File: config.mk
export PLATFORM = sky130hd
export DESIGN_NAME = rsfsr_status
export DESIGN_NICKNAME = d
export VERILOG_FILES = /design/src/hdl/rsfsr_pkg.sv /design/src/hdl/rsfsr_status.sv
export SDC_FILE = /design/constraint.sdc
export NUM_CORES = 1
export LEC_CHECK = 0
export ABC_CLOCK_PERIOD_IN_PS = 2400
export BUFFER_PORTS_ARGS = -buffer_cell sky130_fd_sc_hd__buf_2
export CAP_MARGIN = 10
export CORE_MARGIN = 2
export CORE_UTILIZATION = 50
export CTS_CLUSTER_DIAMETER = 50
export DETAILED_ROUTE_END_ITERATION = 8
export PLACE_DENSITY = 0.79
export SKIP_CTS_REPAIR_TIMING = 1
export SLEW_MARGIN = 20
export SYNTH_ARGS = -nofsm -noshare
export SYNTH_HDL_FRONTEND = slang
export SYNTH_SLANG_ARGS = --single-unit
File: constraint.sdc
create_clock -name clk -period 2.4 [get_ports clk]
set_input_delay 0.48 -clock clk [delete_from_list [all_inputs] [get_ports clk]]
set_output_delay 0.48 -clock clk [all_outputs]
set_load 0.02 [all_outputs]
File: src/hdl/rsfsr_pkg.sv
// Purpose: Shared constants for the receive FEC status reporting block.
// Assumes: One receive core clock; all inputs synchronous to it.
// Notes:   Field positions of the deskew delay words and the high symbol-error-rate limits.
package rsfsr_pkg;

  // ==========================================================================
  // Deskew delay word layout
  // ==========================================================================
  localparam int unsigned FILL_W       = 14;
  localparam int unsigned FILL_WHOLE_H = 13;
  localparam int unsigned FILL_WHOLE_L = 7;
  localparam int unsigned FILL_FRAC_H  = 6;
  localparam int unsigned FILL_FRAC_L  = 0;
  localparam int unsigned PART_W       = 7;
  // Fraction is counted in 1/66th of a cycle, so the largest legal step is 65.
  localparam logic [6:0]  FRAC_STEPS   = 7'h42;
  localparam logic [6:0]  FRAC_MAX     = 7'h41;

  // ==========================================================================
  // Lane mapping and increments
  // ==========================================================================
  localparam int unsigned MAP_W        = 2;
  localparam int unsigned SYM_INC_W    = 3;

  // ==========================================================================
  // High symbol-error-rate monitor
  // ==========================================================================
  localparam int unsigned SER_WINDOW_CW = 8192;
  localparam int unsigned SER_CNT_W     = 13;
  localparam int unsigned SER_ACC_W     = 10;
  localparam logic [9:0]  SER_THRESHOLD = 10'h1a1;
  localparam logic [9:0]  SER_ACC_MAX   = 10'h3ff;

  // ==========================================================================
  // Reset values
  // ==========================================================================
  localparam logic [13:0] FILL_RST      = 14'h0000;
  localparam logic [1:0]  MAP_RST       = 2'h0;
  localparam logic [2:0]  SYM_INC_RST   = 3'h0;

endpackage

File: src/hdl/rsfsr_status.sv
// Purpose: Receive-side status and statistics increments of a two-lane RS-FEC decoder.
// Assumes: Decoder core logic supplies per-codeword flags and per-cycle symbol error counts.
// Notes:   Every output is registered, so all reports lag their cause by one clock.
//
// Summary of operation
// - Bits 13:7 of the lane 0 deskew delay word give the whole extra cycles inserted by deskew.
// - Bits 6:0 of each deskew delay word give the fractional delay in sixty-sixths of a cycle.
// - Lane 1 has its own 14-bit deskew delay word laid out like lane 0.
// - The 2-bit lane mapping gives, per bit, the FEC lane index carried on the matching PMA lane.
// - The high symbol-error-rate flag is driven only in bypass indication mode and is low otherwise.
// - The flag rises when symbol errors over a window of 8192 codewords exceed 417.
// - A one-cycle increment pulses for each codeword whose errors were corrected.
// - A separate one-cycle increment pulses for each codeword that could not be corrected.
// - A 3-bit value gives the lane 0 symbol errors found in the current cycle.
// - A 3-bit value gives the lane 1 symbol errors found in the current cycle.
// - A one-bit alignment status reads 0 while unaligned and 1 once aligned.
`timescale 1ns/1ps

module rsfsr_status #(
  parameter int unsigned WINDOW_CW = rsfsr_pkg::SER_WINDOW_CW
) (
  // Clock and reset
  input  wire logic        clk,
  input  wire logic        rst_n,
  // Mode
  input  wire logic        bypass_indication_mode,
  // Deskew and alignment from the lane aligner
  input  wire logic        lanes_aligned_in,
  input  wire logic [1:0]  lane_map_in,
  input  wire logic [6:0]  lane0_whole_in,
  input  wire logic [6:0]  lane0_frac_in,
  input  wire logic [6:0]  lane1_whole_in,
  input  wire logic [6:0]  lane1_frac_in,
  // Decoder events
  input  wire logic        cw_done,
  input  wire logic        cw_corrected,
  input  wire logic        cw_uncorrectable,
  input  wire logic [2:0]  lane0_sym_err,
  input  wire logic [2:0]  lane1_sym_err,
  // Status outputs
  output logic             lane_alignment_status,
  output logic [1:0]       lane_mapping,
  output logic [13:0]      lane0_fill,
  output logic [13:0]      lane1_fill,
  output logic             high_symbol_error_rate_flag,
  // Statistics increments
  output logic             corrected_codeword_incr,
  output logic             uncorrectable_codeword_incr,
  output logic [2:0]       lane0_symbol_error_incr,
  output logic [2:0]       lane1_symbol_error_incr
);

  // ==========================================================================
  // Reset release
  // ==========================================================================
  logic rst_meta_reg;
  logic rst_sync_n;

  always_ff @(posedge clk or negedge rst_n) begin
    if (!rst_n) begin
      rst_meta_reg <= 1'b0;
      rst_sync_n   <= 1'b0;
    end else begin
      rst_meta_reg <= 1'b1;
      rst_sync_n   <= rst_meta_reg;
    end
  end

  // ==========================================================================
  // Deskew, mapping and alignment status
  // ==========================================================================
  logic [13:0] lane0_fill_reg;
  logic [13:0] lane0_fill_next;
  logic [13:0] lane1_fill_reg;
  logic [13:0] lane1_fill_next;
  logic [1:0]  lane_map_reg;
  logic [1:0]  lane_map_next;
  logic        aligned_reg;
  logic        aligned_next;

  // A fraction of 66 or more would mean a whole cycle; clamp so the word never overflows its unit.
  function automatic logic [6:0] frac_clamp(input logic [6:0] f);
    frac_clamp = (f >= rsfsr_pkg::FRAC_STEPS) ? rsfsr_pkg::FRAC_MAX : f;
  endfunction

  always_comb begin
    lane0_fill_next = {lane0_whole_in, frac_clamp(lane0_frac_in)};
    lane1_fill_next = {lane1_whole_in, frac_clamp(lane1_frac_in)};
    lane_map_next   = lane_map_in;
    aligned_next    = lanes_aligned_in;
  end

  always_ff @(posedge clk or negedge rst_sync_n) begin
    if (!rst_sync_n) begin
      lane0_fill_reg <= rsfsr_pkg::FILL_RST;
      lane1_fill_reg <= rsfsr_pkg::FILL_RST;
      lane_map_reg   <= rsfsr_pkg::MAP_RST;
      aligned_reg    <= 1'b0;
    end else begin
      lane0_fill_reg <= lane0_fill_next;
      lane1_fill_reg <= lane1_fill_next;
      lane_map_reg   <= lane_map_next;
      aligned_reg    <= aligned_next;
    end
  end

  assign lane0_fill            = lane0_fill_reg;
  assign lane1_fill            = lane1_fill_reg;
  assign lane_mapping          = lane_map_reg;
  assign lane_alignment_status = aligned_reg;

  // ==========================================================================
  // Statistics increments
  // ==========================================================================
  logic       corr_inc_reg;
  logic       corr_inc_next;
  logic       uncorr_inc_reg;
  logic       uncorr_inc_next;
  logic [2:0] l0_inc_reg;
  logic [2:0] l0_inc_next;
  logic [2:0] l1_inc_reg;
  logic [2:0] l1_inc_next;

  // A codeword flagged both ways counts only as uncorrectable, so one codeword never bumps both counters.
  always_comb begin
    corr_inc_next   = cw_done && cw_corrected && !cw_uncorrectable;
    uncorr_inc_next = cw_done && cw_uncorrectable;
    l0_inc_next     = lane0_sym_err;
    l1_inc_next     = lane1_sym_err;
  end

  always_ff @(posedge clk or negedge rst_sync_n) begin
    if (!rst_sync_n) begin
      corr_inc_reg   <= 1'b0;
      uncorr_inc_reg <= 1'b0;
      l0_inc_reg     <= rsfsr_pkg::SYM_INC_RST;
      l1_inc_reg     <= rsfsr_pkg::SYM_INC_RST;
    end else begin
      corr_inc_reg   <= corr_inc_next;
      uncorr_inc_reg <= uncorr_inc_next;
      l0_inc_reg     <= l0_inc_next;
      l1_inc_reg     <= l1_inc_next;
    end
  end

  assign corrected_codeword_incr     = corr_inc_reg;
  assign uncorrectable_codeword_incr = uncorr_inc_reg;
  assign lane0_symbol_error_incr     = l0_inc_reg;
  assign lane1_symbol_error_incr     = l1_inc_reg;

  // ==========================================================================
  // High symbol-error-rate monitor
  // ==========================================================================
  localparam logic [12:0] WIN_LAST = 13'(WINDOW_CW - 1);

  logic [12:0] cw_cnt_reg;
  logic [12:0] cw_cnt_next;
  logic [9:0]  err_acc_reg;
  logic [9:0]  err_acc_next;
  logic        hi_ser_reg;
  logic        hi_ser_next;
  logic [10:0] err_sum;
  logic [9:0]  err_sat;
  logic        win_end;

  // The verdict of one window is held through the next, so in bypass indication mode the flag can only change at a window end.
  always_comb begin
    err_sum      = {1'b0, err_acc_reg} + {8'h00, lane0_sym_err} + {8'h00, lane1_sym_err};
    err_sat      = err_sum[10] ? rsfsr_pkg::SER_ACC_MAX : err_sum[9:0];
    win_end      = cw_done && (cw_cnt_reg == WIN_LAST);
    cw_cnt_next  = cw_cnt_reg;
    err_acc_next = err_sat;
    hi_ser_next  = hi_ser_reg;
    if (cw_done) begin
      cw_cnt_next = win_end ? 13'h0000 : cw_cnt_reg + 13'h0001;
    end
    if (win_end) begin
      err_acc_next = 10'h000;
      hi_ser_next  = err_sat > rsfsr_pkg::SER_THRESHOLD;
    end
    if (!bypass_indication_mode) begin
      cw_cnt_next  = 13'h0000;
      err_acc_next = 10'h000;
      hi_ser_next  = 1'b0;
    end
  end

  always_ff @(posedge clk or negedge rst_sync_n) begin
    if (!rst_sync_n) begin
      cw_cnt_reg  <= 13'h0000;
      err_acc_reg <= 10'h000;
      hi_ser_reg  <= 1'b0;
    end else begin
      cw_cnt_reg  <= cw_cnt_next;
      err_acc_reg <= err_acc_next;
      hi_ser_reg  <= hi_ser_next;
    end
  end

  assign high_symbol_error_rate_flag = hi_ser_reg;
endmodule
# After elaboration in Yosys (flattened, before gate mapping)
# Cells that the tools add are included.
[word_totals]
output_inout_bits = 40
reg_bits = 65
[op_classes]
addsub = 3
eq_ne = 3
n_reduce_logical = 5
muxes = 10
magnitude_cmp = 3
[op_table]
columns = ["cell", "count"]
rows = [
  ["2-to-1 mux 13 bit", 3],
  ["2-to-1 mux 10 bit", 3],
  [">= comparator 7 bit, second input constant", 2],
  ["2-to-1 mux 7 bit", 2],
  ["adder 13 x 1 -> 13 bit, second input constant", 1],
  ["equality test 13 bit, second input constant", 1],
  ["adder 10 x 3 -> 11 bit", 1],
  ["adder 11 x 3 -> 11 bit", 1],
  ["greater-than comparator 10 x 9 -> 1 bit, second input constant", 1],
  ["logical AND 1 bit", 4],
  ["!= test 2 x 1 -> 1 bit, second input constant", 2],
  ["2-to-1 mux 1 bit", 2],
  ["logical NOT 1 bit", 1],
]

# Depth between registers and ports, before layout
# Gate-level depths: netlist of run 1.
[depth]
ltp_word = 6
mapped_depth = 11

# Worst setup path before layout of run 1
# No wires, ideal clock.
[synth_timing]
path_kind = "in2reg"
startpoint = "in lane0_sym_err[1]"
endpoint = "reg hi_ser_reg, in the netlist high_symbol_error_rate_flag"
arrival_time_ns = 2.851
t_required_ns = 2.272
path_slack_ns = -0.579
stages = 11
setup_time_ns = 0.128
cell_sequence = "inv_1 fa_1 inv_1 ha_1 fa_1 xnor2_1 or4bb_1 a21oi_1 o41ai_1 or3b_1 a31oi_1"
[synth_between]
elab_chain_len = 6
[synth_lines]
columns = ["item", "line", "text"]
rows = [
  ["from (decl)", "rsfsr_status.sv:38", "input wire logic [2:0] lane0_sym_err,"],
  ["adder 10 x 3 -> 11 bit", "rsfsr_status.sv:168", "err_sum = {1'b0, err_acc_reg} + {8'h00, lane0_sym_err} + {8'h00, lane1_sym_err};"],
  ["adder 11 x 3 -> 11 bit", "rsfsr_status.sv:168", ""],
  ["2-to-1 mux 10 bit", "rsfsr_status.sv:169", "err_sat = err_sum[10] ? rsfsr_pkg::SER_ACC_MAX : err_sum[9:0];"],
  ["greater-than comparator 10 x 9 -> 1 bit", "rsfsr_status.sv:179", "hi_ser_next = err_sat > rsfsr_pkg::SER_THRESHOLD;"],
  ["2-to-1 mux 1 bit", "rsfsr_status.sv:177", "if (win_end) begin"],
  ["2-to-1 mux 1 bit", "rsfsr_status.sv:181", "if (!bypass_indication_mode) begin"],
  ["to (signal assigned)", "rsfsr_status.sv:196", "hi_ser_reg <= hi_ser_next;"],
  ["to (decl)", "rsfsr_status.sv:160", "logic hi_ser_reg;"],
]
# Every way passes these cells. The select of a mux whose other input is x is not followed.
# A chain may end at the register's enable or synchronous reset.

# Final worst setup path of run 1
[layout_timing]
startpoint = "reg err_acc_reg[1]"
endpoint = "reg hi_ser_reg, in the netlist high_symbol_error_rate_flag"
[layout_between]
elab_chain_len = 6
[layout_lines]
columns = ["item", "line", "text"]
rows = [
  ["from (decl)", "rsfsr_status.sv:158", "logic [9:0] err_acc_reg;"],
  ["from (signal assigned)", "rsfsr_status.sv:195", "err_acc_reg <= err_acc_next;"],
  ["adder 10 x 3 -> 11 bit", "rsfsr_status.sv:168", ""],
  ["adder 11 x 3 -> 11 bit", "rsfsr_status.sv:168", ""],
  ["2-to-1 mux 10 bit", "rsfsr_status.sv:169", ""],
  ["greater-than comparator 10 x 9 -> 1 bit", "rsfsr_status.sv:179", ""],
  ["2-to-1 mux 1 bit", "rsfsr_status.sv:177", ""],
  ["2-to-1 mux 1 bit", "rsfsr_status.sv:181", ""],
]
# Every way passes these cells. The select of a mux whose other input is x is not followed.

==> impl.org, run 1 <==
** Critical path
- Worst EP arrival :: 3.19 ns
- Most frequent cell on the critical path :: inv_2
- On the worst path, the slowest cell contributes a delay of around 0.54 ns.
- Critical path fanouts, max :: 2
- The setup path with the least slack is of type reg2reg.
- Startpoint type of the worst setup path :: flop
- Data required time at the worst endpoint :: 2.66 ns
- Critical path's slowest cell :: fa_2
- The critical path goes through inv_2 -> fa_1 -> inv_2 -> ha_4 -> fa_2 -> nor2_2 -> or4bb_1 -> nor2_1 -> o41ai_2 -> or3b_1 -> a31oi_1.
- STA classifies the critical path endpoint as a flop.

** Placed design
- Placement-stage cell area :: 3140 sq um
- Input/output buffers :: 82
- Gpl congestion :: 0.881
- Worst setup slack before clock tree synthesis :: -0.833 ns
- Post-DP HPWL :: 3660 um

** CTS
- In this run the number of H-tree levels came out at 3.
- In this run, CTS created clock tree buffers numbering 9.
- Clock sink total :: 65
- In this run the clock root is driven by a clkbuf_8.
- Maximum buffer depth of the clock tree :: 2
- TritonCTS built the clock tree.
- Clock-pin slew was measured on the worst setup and hold paths at 0.07 ns.
- Clock Latency Late Sink :: roughly 0.34 ns

** Timing
- Setup violations remaining at the end of the flow were counted as 2.
- In the finished design, the share of the clock period the worst path needs comes to 1.22.
- Slew at the pin closest to its max-slew limit :: 0.541 ns
- Measured against its own limit, the worst slew margin works out to 0.639.
- Max Transition Viols Final :: 0
- For this run, the top clock speed supported by timing is 341 MHz.
- RSZ-0062 raised after global routing :: yes
- Setup_tns :: -0.556 ns
- Post-route clock skew :: 0.00844 ns
- Minimum period implied by the final worst setup slack :: roughly 2.9 ns
- Worst setup slack after layout :: -0.535 ns
- Final hold vios :: 0

** Floorplan
- Die outline height :: approximately 75 um
- During I/O placement, the number of pins put on the boundary was between 80 and 90.
- Measured along the x axis, the die boundary spans 75.2 um.
- The die covers 5660 sq um.
- The floorplan step defined a core boundary enclosing slightly below 5000 sq um.
- In this run the core area contains 25 standard-cell rows.
- Initial standard-cell utilization of the core :: 0.526

** Synthesis
- Yosys warning total :: 0
- Netlist area before placement :: 2540 sq um
- Net count after synthesis :: between 200 and 300
- Part of the Yosys area used for sequential elements :: 0.641
- In this run the mean area of a mapped cell was ~12 sq um.
- The cell count after synthesis came out at ~210.
- Number of distinct library cells after synthesis :: 36
- Post-synthesis sequential element count :: 65

** Pwr
- Leakage dissipation :: about 0.0017 uW
- Power consumption :: 2870 uW
- In this run the power density over the cells is 843 nW/um^2.
- Maximum resistive drop on vdd :: 0.000702 V

** Route
- In the final routed layout, each cell accounts on average for 13.3 um.
- Total length of routed wires :: 5130 um
- The first detailed-routing pass ran for 5 iterations.
- For this block, the initial DRC count from the detailed router was 63.
- Vias :: around 1800
- The detail route stage leaves a number of antenna-violating nets equal to 0.
- Per-cell via count in the routed design :: 4.75
- For this run, design rule violations remaining after detail routing come to 0.

** Outcome
- Failing checks :: negative setup slack
- Run status :: complete, but fails checks

** Cells and area
- Share of post-route cells with drive strength above 1 :: 0.394
- Number of antenna diodes :: 0
- The finished cells cover between 3000 and 4000 sq um.
- At the end of the flow, the number of nets in the layout was 366.
- In the layout the commonest cells are 82 x buf_2, 64 x dfrtp_1, 32 x nor2_1.
- Most common cell after layout, fill and taps aside :: buf_2
- Fin util :: 0.708
- Area growth from synthesis to final layout :: 34.5%

** GRT
- Pin count of the biggest net entering global routing :: 40
- Vias in the first global route :: ~1800
- After global routing the overflow that remains totals 0.
- The first global-routing pass estimated 8000 um of wire.
- The number of antenna violations at the first check in global routing came to 0.
- Global router's overall resource usage :: 0.200

** Min path
- The path class of the tightest hold or removal check is in2reg.

** Job
- Count of max-cap constraint violations :: 0
==> worst max-delay path, delay by kind of cell (launching register included) <==
kind	cells	cell delay, ns
simple gates	4	0.68
compound gates	2	0.52
fa+ha+maj	3	1.22
flops	1	0.35
buf+inv	2	0.09
==> power breakdown <==
part / internal (uW) / leakage (uW) / switching (uW)
clock network: 586 / 0.000104 / 412
registers: 1170 / 0.000818 / 47.5
logic: 316 / 0.000782 / 349
==> cell families (layout without fill, tap and decap cells) <==
logic type      count (synthesis)  count (layout)  synth area share
compound gates                 14              14            0.0375
xor+xnor                       15              15            0.0518
fa+ha+maj                       8               8            0.0513
buf+inv                        22             130            0.0350
flops                          65              65             0.641
mux                             4               4            0.0163
other cells                     1               1           0.00148
simple gates                   83              83             0.165
==> final cells by class <==
class	count	area [sq um]
well taps	67	83.8
inverters	17	71.3
clock inverters	5	81.3
clock buffers	11	131
repair buffers	97	542
flip-flops and latches	65	1630
fillers	383	1410
multi-input cells	125	873
==> metrics by stage <==
stage / std cells / hold slack (ns)
after global placement: 369 / 0.263
final: 387 / 0.241
after floorplan: 212 / 0.184
after global routing: 387 / 0.216
after detailed placement: 369 / 0.270
after CTS: 385 / -0.110
==> path summary, 6_finish.rpt <==
check / end / startpoint / slack [ns] / cells past startpoint
max reg2reg: high_symbol_error_rate_flag$_DFFE_PN0P_ / err_acc_reg[1]$_DFF_PN0_ / -0.54 / 11
min: lane_alignment_status$_DFF_PN0_ / lanes_aligned_in / 0.24 / 1
min reg2reg: lane1_fill[9]$_DFF_PN0_ / rst_sync_n$_DFF_PN0_ / 0.26 / 0
max in group asynchronous: cw_cnt_reg[2]$_DFFE_PN0P_ / rst_sync_n$_DFF_PN0_ / 1.55 / 1
max: high_symbol_error_rate_flag$_DFFE_PN0P_ / err_acc_reg[1]$_DFF_PN0_ / -0.54 / 11
min in group asynchronous: lane1_fill[9]$_DFF_PN0_ / rst_sync_n$_DFF_PN0_ / 0.26 / 0
==> Yosys cell counts <==
cell / n / area (sq um)
a211oi_4: 1 / 20.0
a21o_1: 1 / 7.51
a21oi_1: 6 / 30.0
a31oi_1: 1 / 6.26
and2_1: 3 / 18.8
and3_1: 1 / 6.26
and4_1: 1 / 8.76
buf_2: 2 / 10.0
buf_4: 1 / 7.51
clkbuf_1: 2 / 7.51
conb_1: 1 / 3.75
dfrtp_1: 65 / 1630
fa_1: 4 / 80.1
ha_1: 4 / 50.1
inv_1: 17 / 63.8
mux2_2: 1 / 11.3
mux2i_1: 3 / 30.0
nand2_1: 9 / 33.8
nand2b_1: 4 / 25.0
nand3_1: 5 / 25.0
nand4_1: 5 / 31.3
nor2_1: 34 / 128
nor2b_1: 10 / 62.6
nor3_1: 3 / 15.0
nor3_2: 1 / 10.0
nor4_1: 1 / 6.26
o211ai_1: 1 / 7.51
o21ai_0: 3 / 15.0
o41ai_1: 1 / 8.76
or2_2: 1 / 6.26
or2b_1: 1 / 7.51
or3b_1: 1 / 8.76
or4_1: 2 / 15.0
or4bb_1: 1 / 11.3
xnor2_1: 9 / 78.8
xor2_1: 6 / 52.6
==> metal layers <==
| layer | vias up | share of wire | track usage |
|---|---|---|---|
| li1 | 889 | - | - |
| met1 | 877 | 0.40 | 0.225 |
| met2 | 63 | 0.50 | 0.329 |
| met3 | 9 | 0.076 | 0.0710 |
| met4 | 0 | 0.022 | 0.117 |
| met5 | - | 0 | 0 |
Power figures use the tool's default switching activity.
==> run 2, diff against run 1 <==
--- a/config.mk
+++ b/config.mk
@@ -7,3 +7,3 @@
 export LEC_CHECK = 0
-export ABC_CLOCK_PERIOD_IN_PS = 2400
+export ABC_CLOCK_PERIOD_IN_PS = 3320
 export BUFFER_PORTS_ARGS = -buffer_cell sky130_fd_sc_hd__buf_2
==> constraint.sdc (replaced) <==
create_clock -name clk -period 3.32 [get_ports clk]
set_input_delay 0.332 -clock clk [delete_from_list [all_inputs] [get_ports clk]]
set_output_delay 0.332 -clock clk [all_outputs]
set_load 0.02 [all_outputs]
==> impl.org, run 2 (synthesized netlist as in run 1, its figures left out) <==
** Pwr
- Maximum resistive drop on vdd :: 0.000351 V (-50%)
- The part of the power in the clock network came to 0.396 (+0.049).
- The share of power burned in registers came to 0.429 (+0.007).
- Net switching fraction of the power :: 0.271 (-0.0102)
- The leakage power came to 0.00164 uW (-3.6%).
- Internal Power :: 1490 uW (-28%)
- Power density normalized to cell area :: 625 nW/um^2 (-26%)
- The net load switching power is 555 uW (-31%).
- The power share of the combinational group is 0.174 (-0.057).

** Cells and area
- The number of diodes was 0 (unchanged).
- The core occupancy in the finished layout was 0.680 (-0.0278).
- The area growth from synthesis to layout is 29.2%.
- The fraction of layout instances using a drive strength above 1 is 0.338 (-0.0561).
- In the layout the commonest cells are 82 x buf_2, 64 x dfrtp_1, 34 x nor2_1.
- Most common cell after layout, fill and taps aside :: buf_2
- The fill cell total of the finished layout came to 375 (-2.1%).
- Number of nets in the layout :: 354 (-3.3%)
- Design Area, Final :: 3280 sq um (-3.9%)

** GRT
- The number of antenna violations at the first check in global routing is 0 (unchanged).
- Global router's overall resource usage :: 0.200 (about the same)
- Pin count of the biggest net entering global routing :: 49 (+23%)
- The number of global-route vias before repair came to 1863 (+2.9%).
- Remaining Overflow, GRT :: 0 (unchanged)
- Wire length of the first global-routing pass :: 8130 um (+1.6%)

** Timing
- The transition time at the pin with the least slew margin is 0.593 ns (+0.0524 ns).
- The final max-slew violation count is 0 (unchanged).
- Final hold vios :: 0 (unchanged)
- Minimum period implied by the final worst setup slack :: 2.94 ns (+0.00865 ns)
- The count of final setup violators came to 0 (-2).
- RSZ-0062 raised after global routing :: no
- Post-route clock skew :: 0.00617 ns (-0.00227 ns)
- The worst relative slew slack is 0.605 (-0.0349).
- Highest clock rate :: 340 MHz (-0.29%)
- Final clock period utilization by the worst path :: 0.887 (-0.336)
- The final-layout setup total negative slack came to 0 ns (+0.556 ns).
- The setup slack of the critical path after layout is 0.376 ns (+0.911 ns).

** Route
- Post-detailed-route count of antenna-violating nets :: 0 (unchanged)
- Total length of routed wires :: 4720 um (-8.0%)
- The first-pass detailed-route iteration total was 4 (-1).
- Number of remaining DRC errors :: 0 (unchanged)
- DR WL/cell :: 12.6 um (-5.1%)
- Violation count after the first detailed-route iteration :: 84 (+33%)
- The vias after detailed routing was 1791 (-2.6%).
- Per-cell via count in the routed design :: 4.78 (+0.56%)

** CTS
- The number of buffers created by CTS was 9 (unchanged).
- The clock sink count is 65 (unchanged).
- The clock-pin slew reported for the worst setup and hold paths after clock tree synthesis was 0.07 ns (about the same).
- The number of H-tree levels is 3 (unchanged).
- TritonCTS clock tree :: done
- The worst-skew pair later-pin latency was 0.34 ns (about the same).
- The clock tree buffer depth came to 2 (unchanged).
- Root buffer selected by CTS :: clkbuf_8

** Critical path
- Worst EP arrival :: 3.17 ns (-0.02 ns)
- Worst R2R Start :: err_acc_reg[1]$_DFF_PN0_
- The critical path's largest stage delay was 0.53 ns (about the same).
- The maximum fanout along the worst path was 3 (+1).
- In this run the worst setup path begins at err_acc_reg[1]$_DFF_PN0_.
- Critical path's slowest cell :: or4bb_1
- Data required time at the worst endpoint :: 3.54 ns (+0.88 ns)
- The critical path goes through inv_1 -> fa_1 -> inv_1 -> ha_1 -> fa_1 -> xnor2_1 -> or4bb_1 -> a21oi_1 -> o41ai_1 -> or3b_1 -> a31oi_1.
- Startpoint type of the worst setup path :: flop
- Type of destination of the critical path :: flop
- The worst setup path is of the reg2reg kind.

** Floorplan
- The height of the die is 75.2 um (unchanged).
- The die outline area came to 5660 sq um (unchanged).
- Initial standard-cell utilization of the core :: 0.526 (unchanged)
- The die width was 75.2 um (unchanged).
- The cell row count is 25 (unchanged).
- Top-Level Pins :: 83 (unchanged)
- The core area is 4820 sq um (unchanged).

** Outcome
- Run status :: complete, no violations

** Placed design
- The total placed instance area was 3020 sq um (-3.7%).
- Input/output buffers :: 82 (unchanged)
- Gpl congestion :: 0.770 (-13%)
- The post-placement worst setup slack was 0.230 ns (+1.06 ns).
- The detailed-placement wirelength estimate came to 3340 um (-8.7%).

** Job
- The number of maximum-capacitance violations is 0 (unchanged).

** Min path
- Hold Crit Start :: lane1_whole_in[4]
- Class of the worst hold path :: in2reg
-- run 2: final timing paths --
path                                                                end  slack, ns  depth (start not counted)
max in group asynchronous                      lane1_fill[13]$_DFF_PN0_       2.36                          1
min in group asynchronous                        rst_meta_reg$_DFF_PN0_       0.31                          2
worst min register to register                lane_mapping[1]$_DFF_PN0_       0.34                          0
worst max-delay path            high_symbol_error_rate_flag$_DFFE_PN0P_       0.38                         11
worst max register to register  high_symbol_error_rate_flag$_DFFE_PN0P_       0.38                         11
worst min-delay path                           lane1_fill[11]$_DFF_PN0_       0.09                          1
-- run 2: critical path, delay by kind of cell, from the launching register on --
kind / cells / cell delay (ns)
AOI/OAI and AO/OA: 3 / 0.32
xor gates and xnor gates: 1 / 0.25
adders and majority gates: 3 / 1.14
buffers and inverters: 2 / 0.10
DFF: 1 / 0.33
and+or+nand+nor: 2 / 0.69
-- run 2: area by class of cell --
cell class | instances | area, sq um | share of cell area
Clock inverter | 6 | 115 | 0.0351
Sequential cell | 65 | 1630 | 0.498
Inverter | 17 | 63.8 | 0.0195
Timing Repair Buffer | 85 | 435 | 0.133
Tap cell | 67 | 83.8 | 0.0256
Multi-Input combinational cell | 125 | 821 | 0.250
Clock buffer | 10 | 128 | 0.0389
-- run 2: power by group through the flow --
stage / logic [uW] / registers, uW / clock network [uW]
final: 357 / 879 / 811
after global routing: 401 / 888 / 868
after CTS: 360 / 879 / 831
after detailed placement: 350 / 894 / 0
after global placement: 339 / 892 / 0
after floorplan: 235 / 915 / 0
-- run 2: per-layer routing --
layer / wire length, um / GRT usage
met5: 0 / 0
met4: 67 / 0.0799
met3: 395 / 0.0937
met2: 2430 / 0.330
met1: 1820 / 0.226
-- run 2: stage by stage --
stage / power, uW / instances / hold WS [ns]
after CTS: 2070 / 374 / -0.253
after floorplan: 1150 / 212 / 0.0364
after global placement: 1230 / 358 / 0.118
final: 2050 / 375 / 0.0950
after detailed placement: 1240 / 358 / 0.121
after global routing: 2160 / 375 / 0.0687
==> run 3, diff against run 2 <==
- ABC_CLOCK_PERIOD_IN_PS: 3320 -> 3810
- clock period: 3.32 -> 3.81 ns (I/O delays scaled with it)
==> impl.org, run 3 (synthesized netlist as in run 1, its figures left out) <==
** Floorplan
- The starting utilization of the core area was 0.526 (unchanged).
- The die width was 75.2 um (unchanged).
- Placement Rows :: 25 (unchanged)
- Placeable core region :: 4820 sq um (unchanged)
- Top-Level Pins :: 83 (unchanged)
- Overall die area :: 5660 sq um (unchanged)
- Die outline height :: 75.2 um (unchanged)

** Cells and area
- The fraction of layout instances using a drive strength above 1 came to 0.339 (+0.00110).
- The core occupancy in the finished layout is 0.693 (+0.0125).
- The number of diodes was 0 (unchanged).
- Most common cell after layout, fill and taps aside :: buf_2
- The fill cell total of the finished layout was 363 (-3.2%).
- The number of nets in the layout is 353 (-0.28%).
- Area growth from synthesis to final layout :: 31.6%
- Leaving out fill and tap cells, the most frequent cells in the layout are 82 x buf_2, 64 x dfrtp_1, 34 x nor2_1.

** Timing
- RSZ-0062 raised after global routing :: no
- The setup skew after layout came to 0.00270 ns (-0.00348 ns).
- Highest clock rate :: 338 MHz (-0.62%)
- Final clock period utilization by the worst path :: 0.778 (-0.109)
- Slew margin rel. :: 0.421 (-0.184)
- Minimum period implied by the final worst setup slack :: 2.96 ns (+0.0184 ns)
- The final-layout setup total negative slack came to 0 ns (unchanged).
- The final max-slew violation count is 0 (unchanged).
- The final-report hold violation count came to 0 (unchanged).
- Count of endpoints failing setup in the final report :: 0 (unchanged)
- The transition time at the pin with the least slew margin was 0.869 ns (+0.276 ns).

** Critical path
- Startpoint type of the worst setup path :: flop
- The data required time of the worst path was 4.03 ns (+0.49 ns).
- Crit path largest cell delay :: 0.53 ns (about the same)
- STA classifies the critical path endpoint as a flop.
- Critical path fanouts, max :: 3 (unchanged)
- Crit path buf inv count :: 2 (unchanged)
- Worst EP arrival :: 3.18 ns (about the same)
- Critical path class :: reg2reg
- Critical Path, Cell by Cell :: inv_1 -> fa_1 -> inv_1 -> ha_1 -> fa_1 -> xnor2_1 -> or4bb_1 -> a21oi_1 -> o41ai_1 -> or3b_1 -> a31oi_1
- Top delay family on crit path :: adder cells
- The slowest stage of the critical path belongs to the cell or4bb_1.

** Job
- Count of max-cap constraint violations :: 0 (unchanged)

** Pwr
- Maximum resistive drop on vdd :: 0.000443 V (+26%)
- The leakage power is 0.00167 uW (+2.0%).
- The power density over the cells came to 592 nW/um^2 (-5.3%).
- The total power of the final layout is 1970 uW (-3.5%).

** Min path
- Class of the worst hold path :: in2reg

** GRT
- Remaining Overflow, GRT :: 0 (unchanged)
- Wire length of the first global-routing pass :: 8220 um (+1.2%)
- Pin count of the biggest net entering global routing :: 33 (-33%)
- The number of global-route vias before repair is 1839 (-1.3%).
- The number of antenna violations at the first check in global routing was 0 (unchanged).
- Global router's overall resource usage :: 0.203 (+0.00268)

** CTS
- CTS placed an instance of clkbuf_8 at the clock tree root.
- TritonCTS built the clock tree.
- Number of clock buffers inserted by TritonCTS :: 9 (unchanged)
- Number of H-tree levels :: 3 (unchanged)
- The clock-pin slew reported for the worst setup and hold paths after clock tree synthesis came to 0.07 ns (about the same).
- Clock sink total :: 65 (unchanged)
- Clock Latency Late Sink :: 0.34 ns (about the same)
- The clock tree buffer depth is 2 (unchanged).

** Route
- The number of violations reported at the end of detailed-routing iteration 0 is 122 (+45%).
- The wire length per cell after detailed routing came to 13.0 um (+3.6%).
- The vias after detailed routing is 1789 (-0.11%).
- The DRC violations left was 0 (unchanged).
- Routed length on met2 :: 2600 um (+6.7%)
- The routed via count divided by cell count is 4.78 (+0.16%).
- The length of routed met3 wiring came to 395 um (unchanged).
- The detailed router used layers up to and including met4.
- The count of antenna-violating nets left after detailed routing is 0 (unchanged).
- Detailed-routing iteration count for the pre-antenna-repair pass :: 5 (+1)
- Total length of routed wires :: 4880 um (+3.3%)
- The sum of routed wire segments on met1 was 1820 um (-0.11%).

** Placed design
- Gpl congestion :: 0.758 (-1.5%)
- The detailed-placement wirelength estimate was 3390 um (+1.6%).
- Input/output buffers :: 82 (unchanged)

** Outcome
- Run status :: complete, no violations
## run 3: routing by layer
metal  track usage  vias up
met5             0        -
met4        0.0799        0
met3        0.0924        7
met2         0.354       60
met1         0.214      858
li1              -      864
## run 3: final timing paths
| check | startpoint | end | slack (ns) | cells past startpoint |
|---|---|---|---|---|
| max in group asynchronous | rst_sync_n$_DFF_PN0_ | cw_cnt_reg[4]$_DFFE_PN0P_ | 2.65 | 1 |
| worst min-delay path | lane0_whole_in[2] | lane0_fill[9]$_DFF_PN0_ | 0.14 | 1 |
| worst max register to register | err_acc_reg[1]$_DFF_PN0_ | high_symbol_error_rate_flag$_DFFE_PN0P_ | 0.85 | 11 |
| worst min register to register | rst_sync_n$_DFF_PN0_ | lane1_symbol_error_incr[0]$_DFF_PN0_ | 0.30 | 0 |
| min in group asynchronous | rst_sync_n$_DFF_PN0_ | lane1_symbol_error_incr[0]$_DFF_PN0_ | 0.30 | 0 |
| worst max-delay path | err_acc_reg[1]$_DFF_PN0_ | high_symbol_error_rate_flag$_DFFE_PN0P_ | 0.85 | 11 |
## run 3: per-stage QoR
stage	setup WS [ns]	instances	instance area, sq um	hold WS [ns]
2_1_floorplan	0.930	212	2540	0.0854
3_3_place_gp	0.727	357	3010	0.167
3_5_place_dp	0.610	357	3010	0.167
4_1_cts	0.830	373	3330	-0.206
5_1_grt	0.649	374	3340	0.121
6_report	0.848	374	3340	0.142
## run 3: report_power, final
group	switching [uW]	internal, uW	total [uW]
sequential	29.0	734	763
clock	265	635	900
combinational	182	129	311
total	476	1500	1970
## run 3: cell type report
type	instances	area, sq um	share of cell area
Clock buffer	9	124	0.0371
Inverter	17	63.8	0.0191
Multi-Input combinational cell	125	821	0.246
Clock inverter	7	189	0.0566
Timing Repair Buffer	84	428	0.128
Tap cell	67	83.8	0.0251
Sequential cell	65	1630	0.488
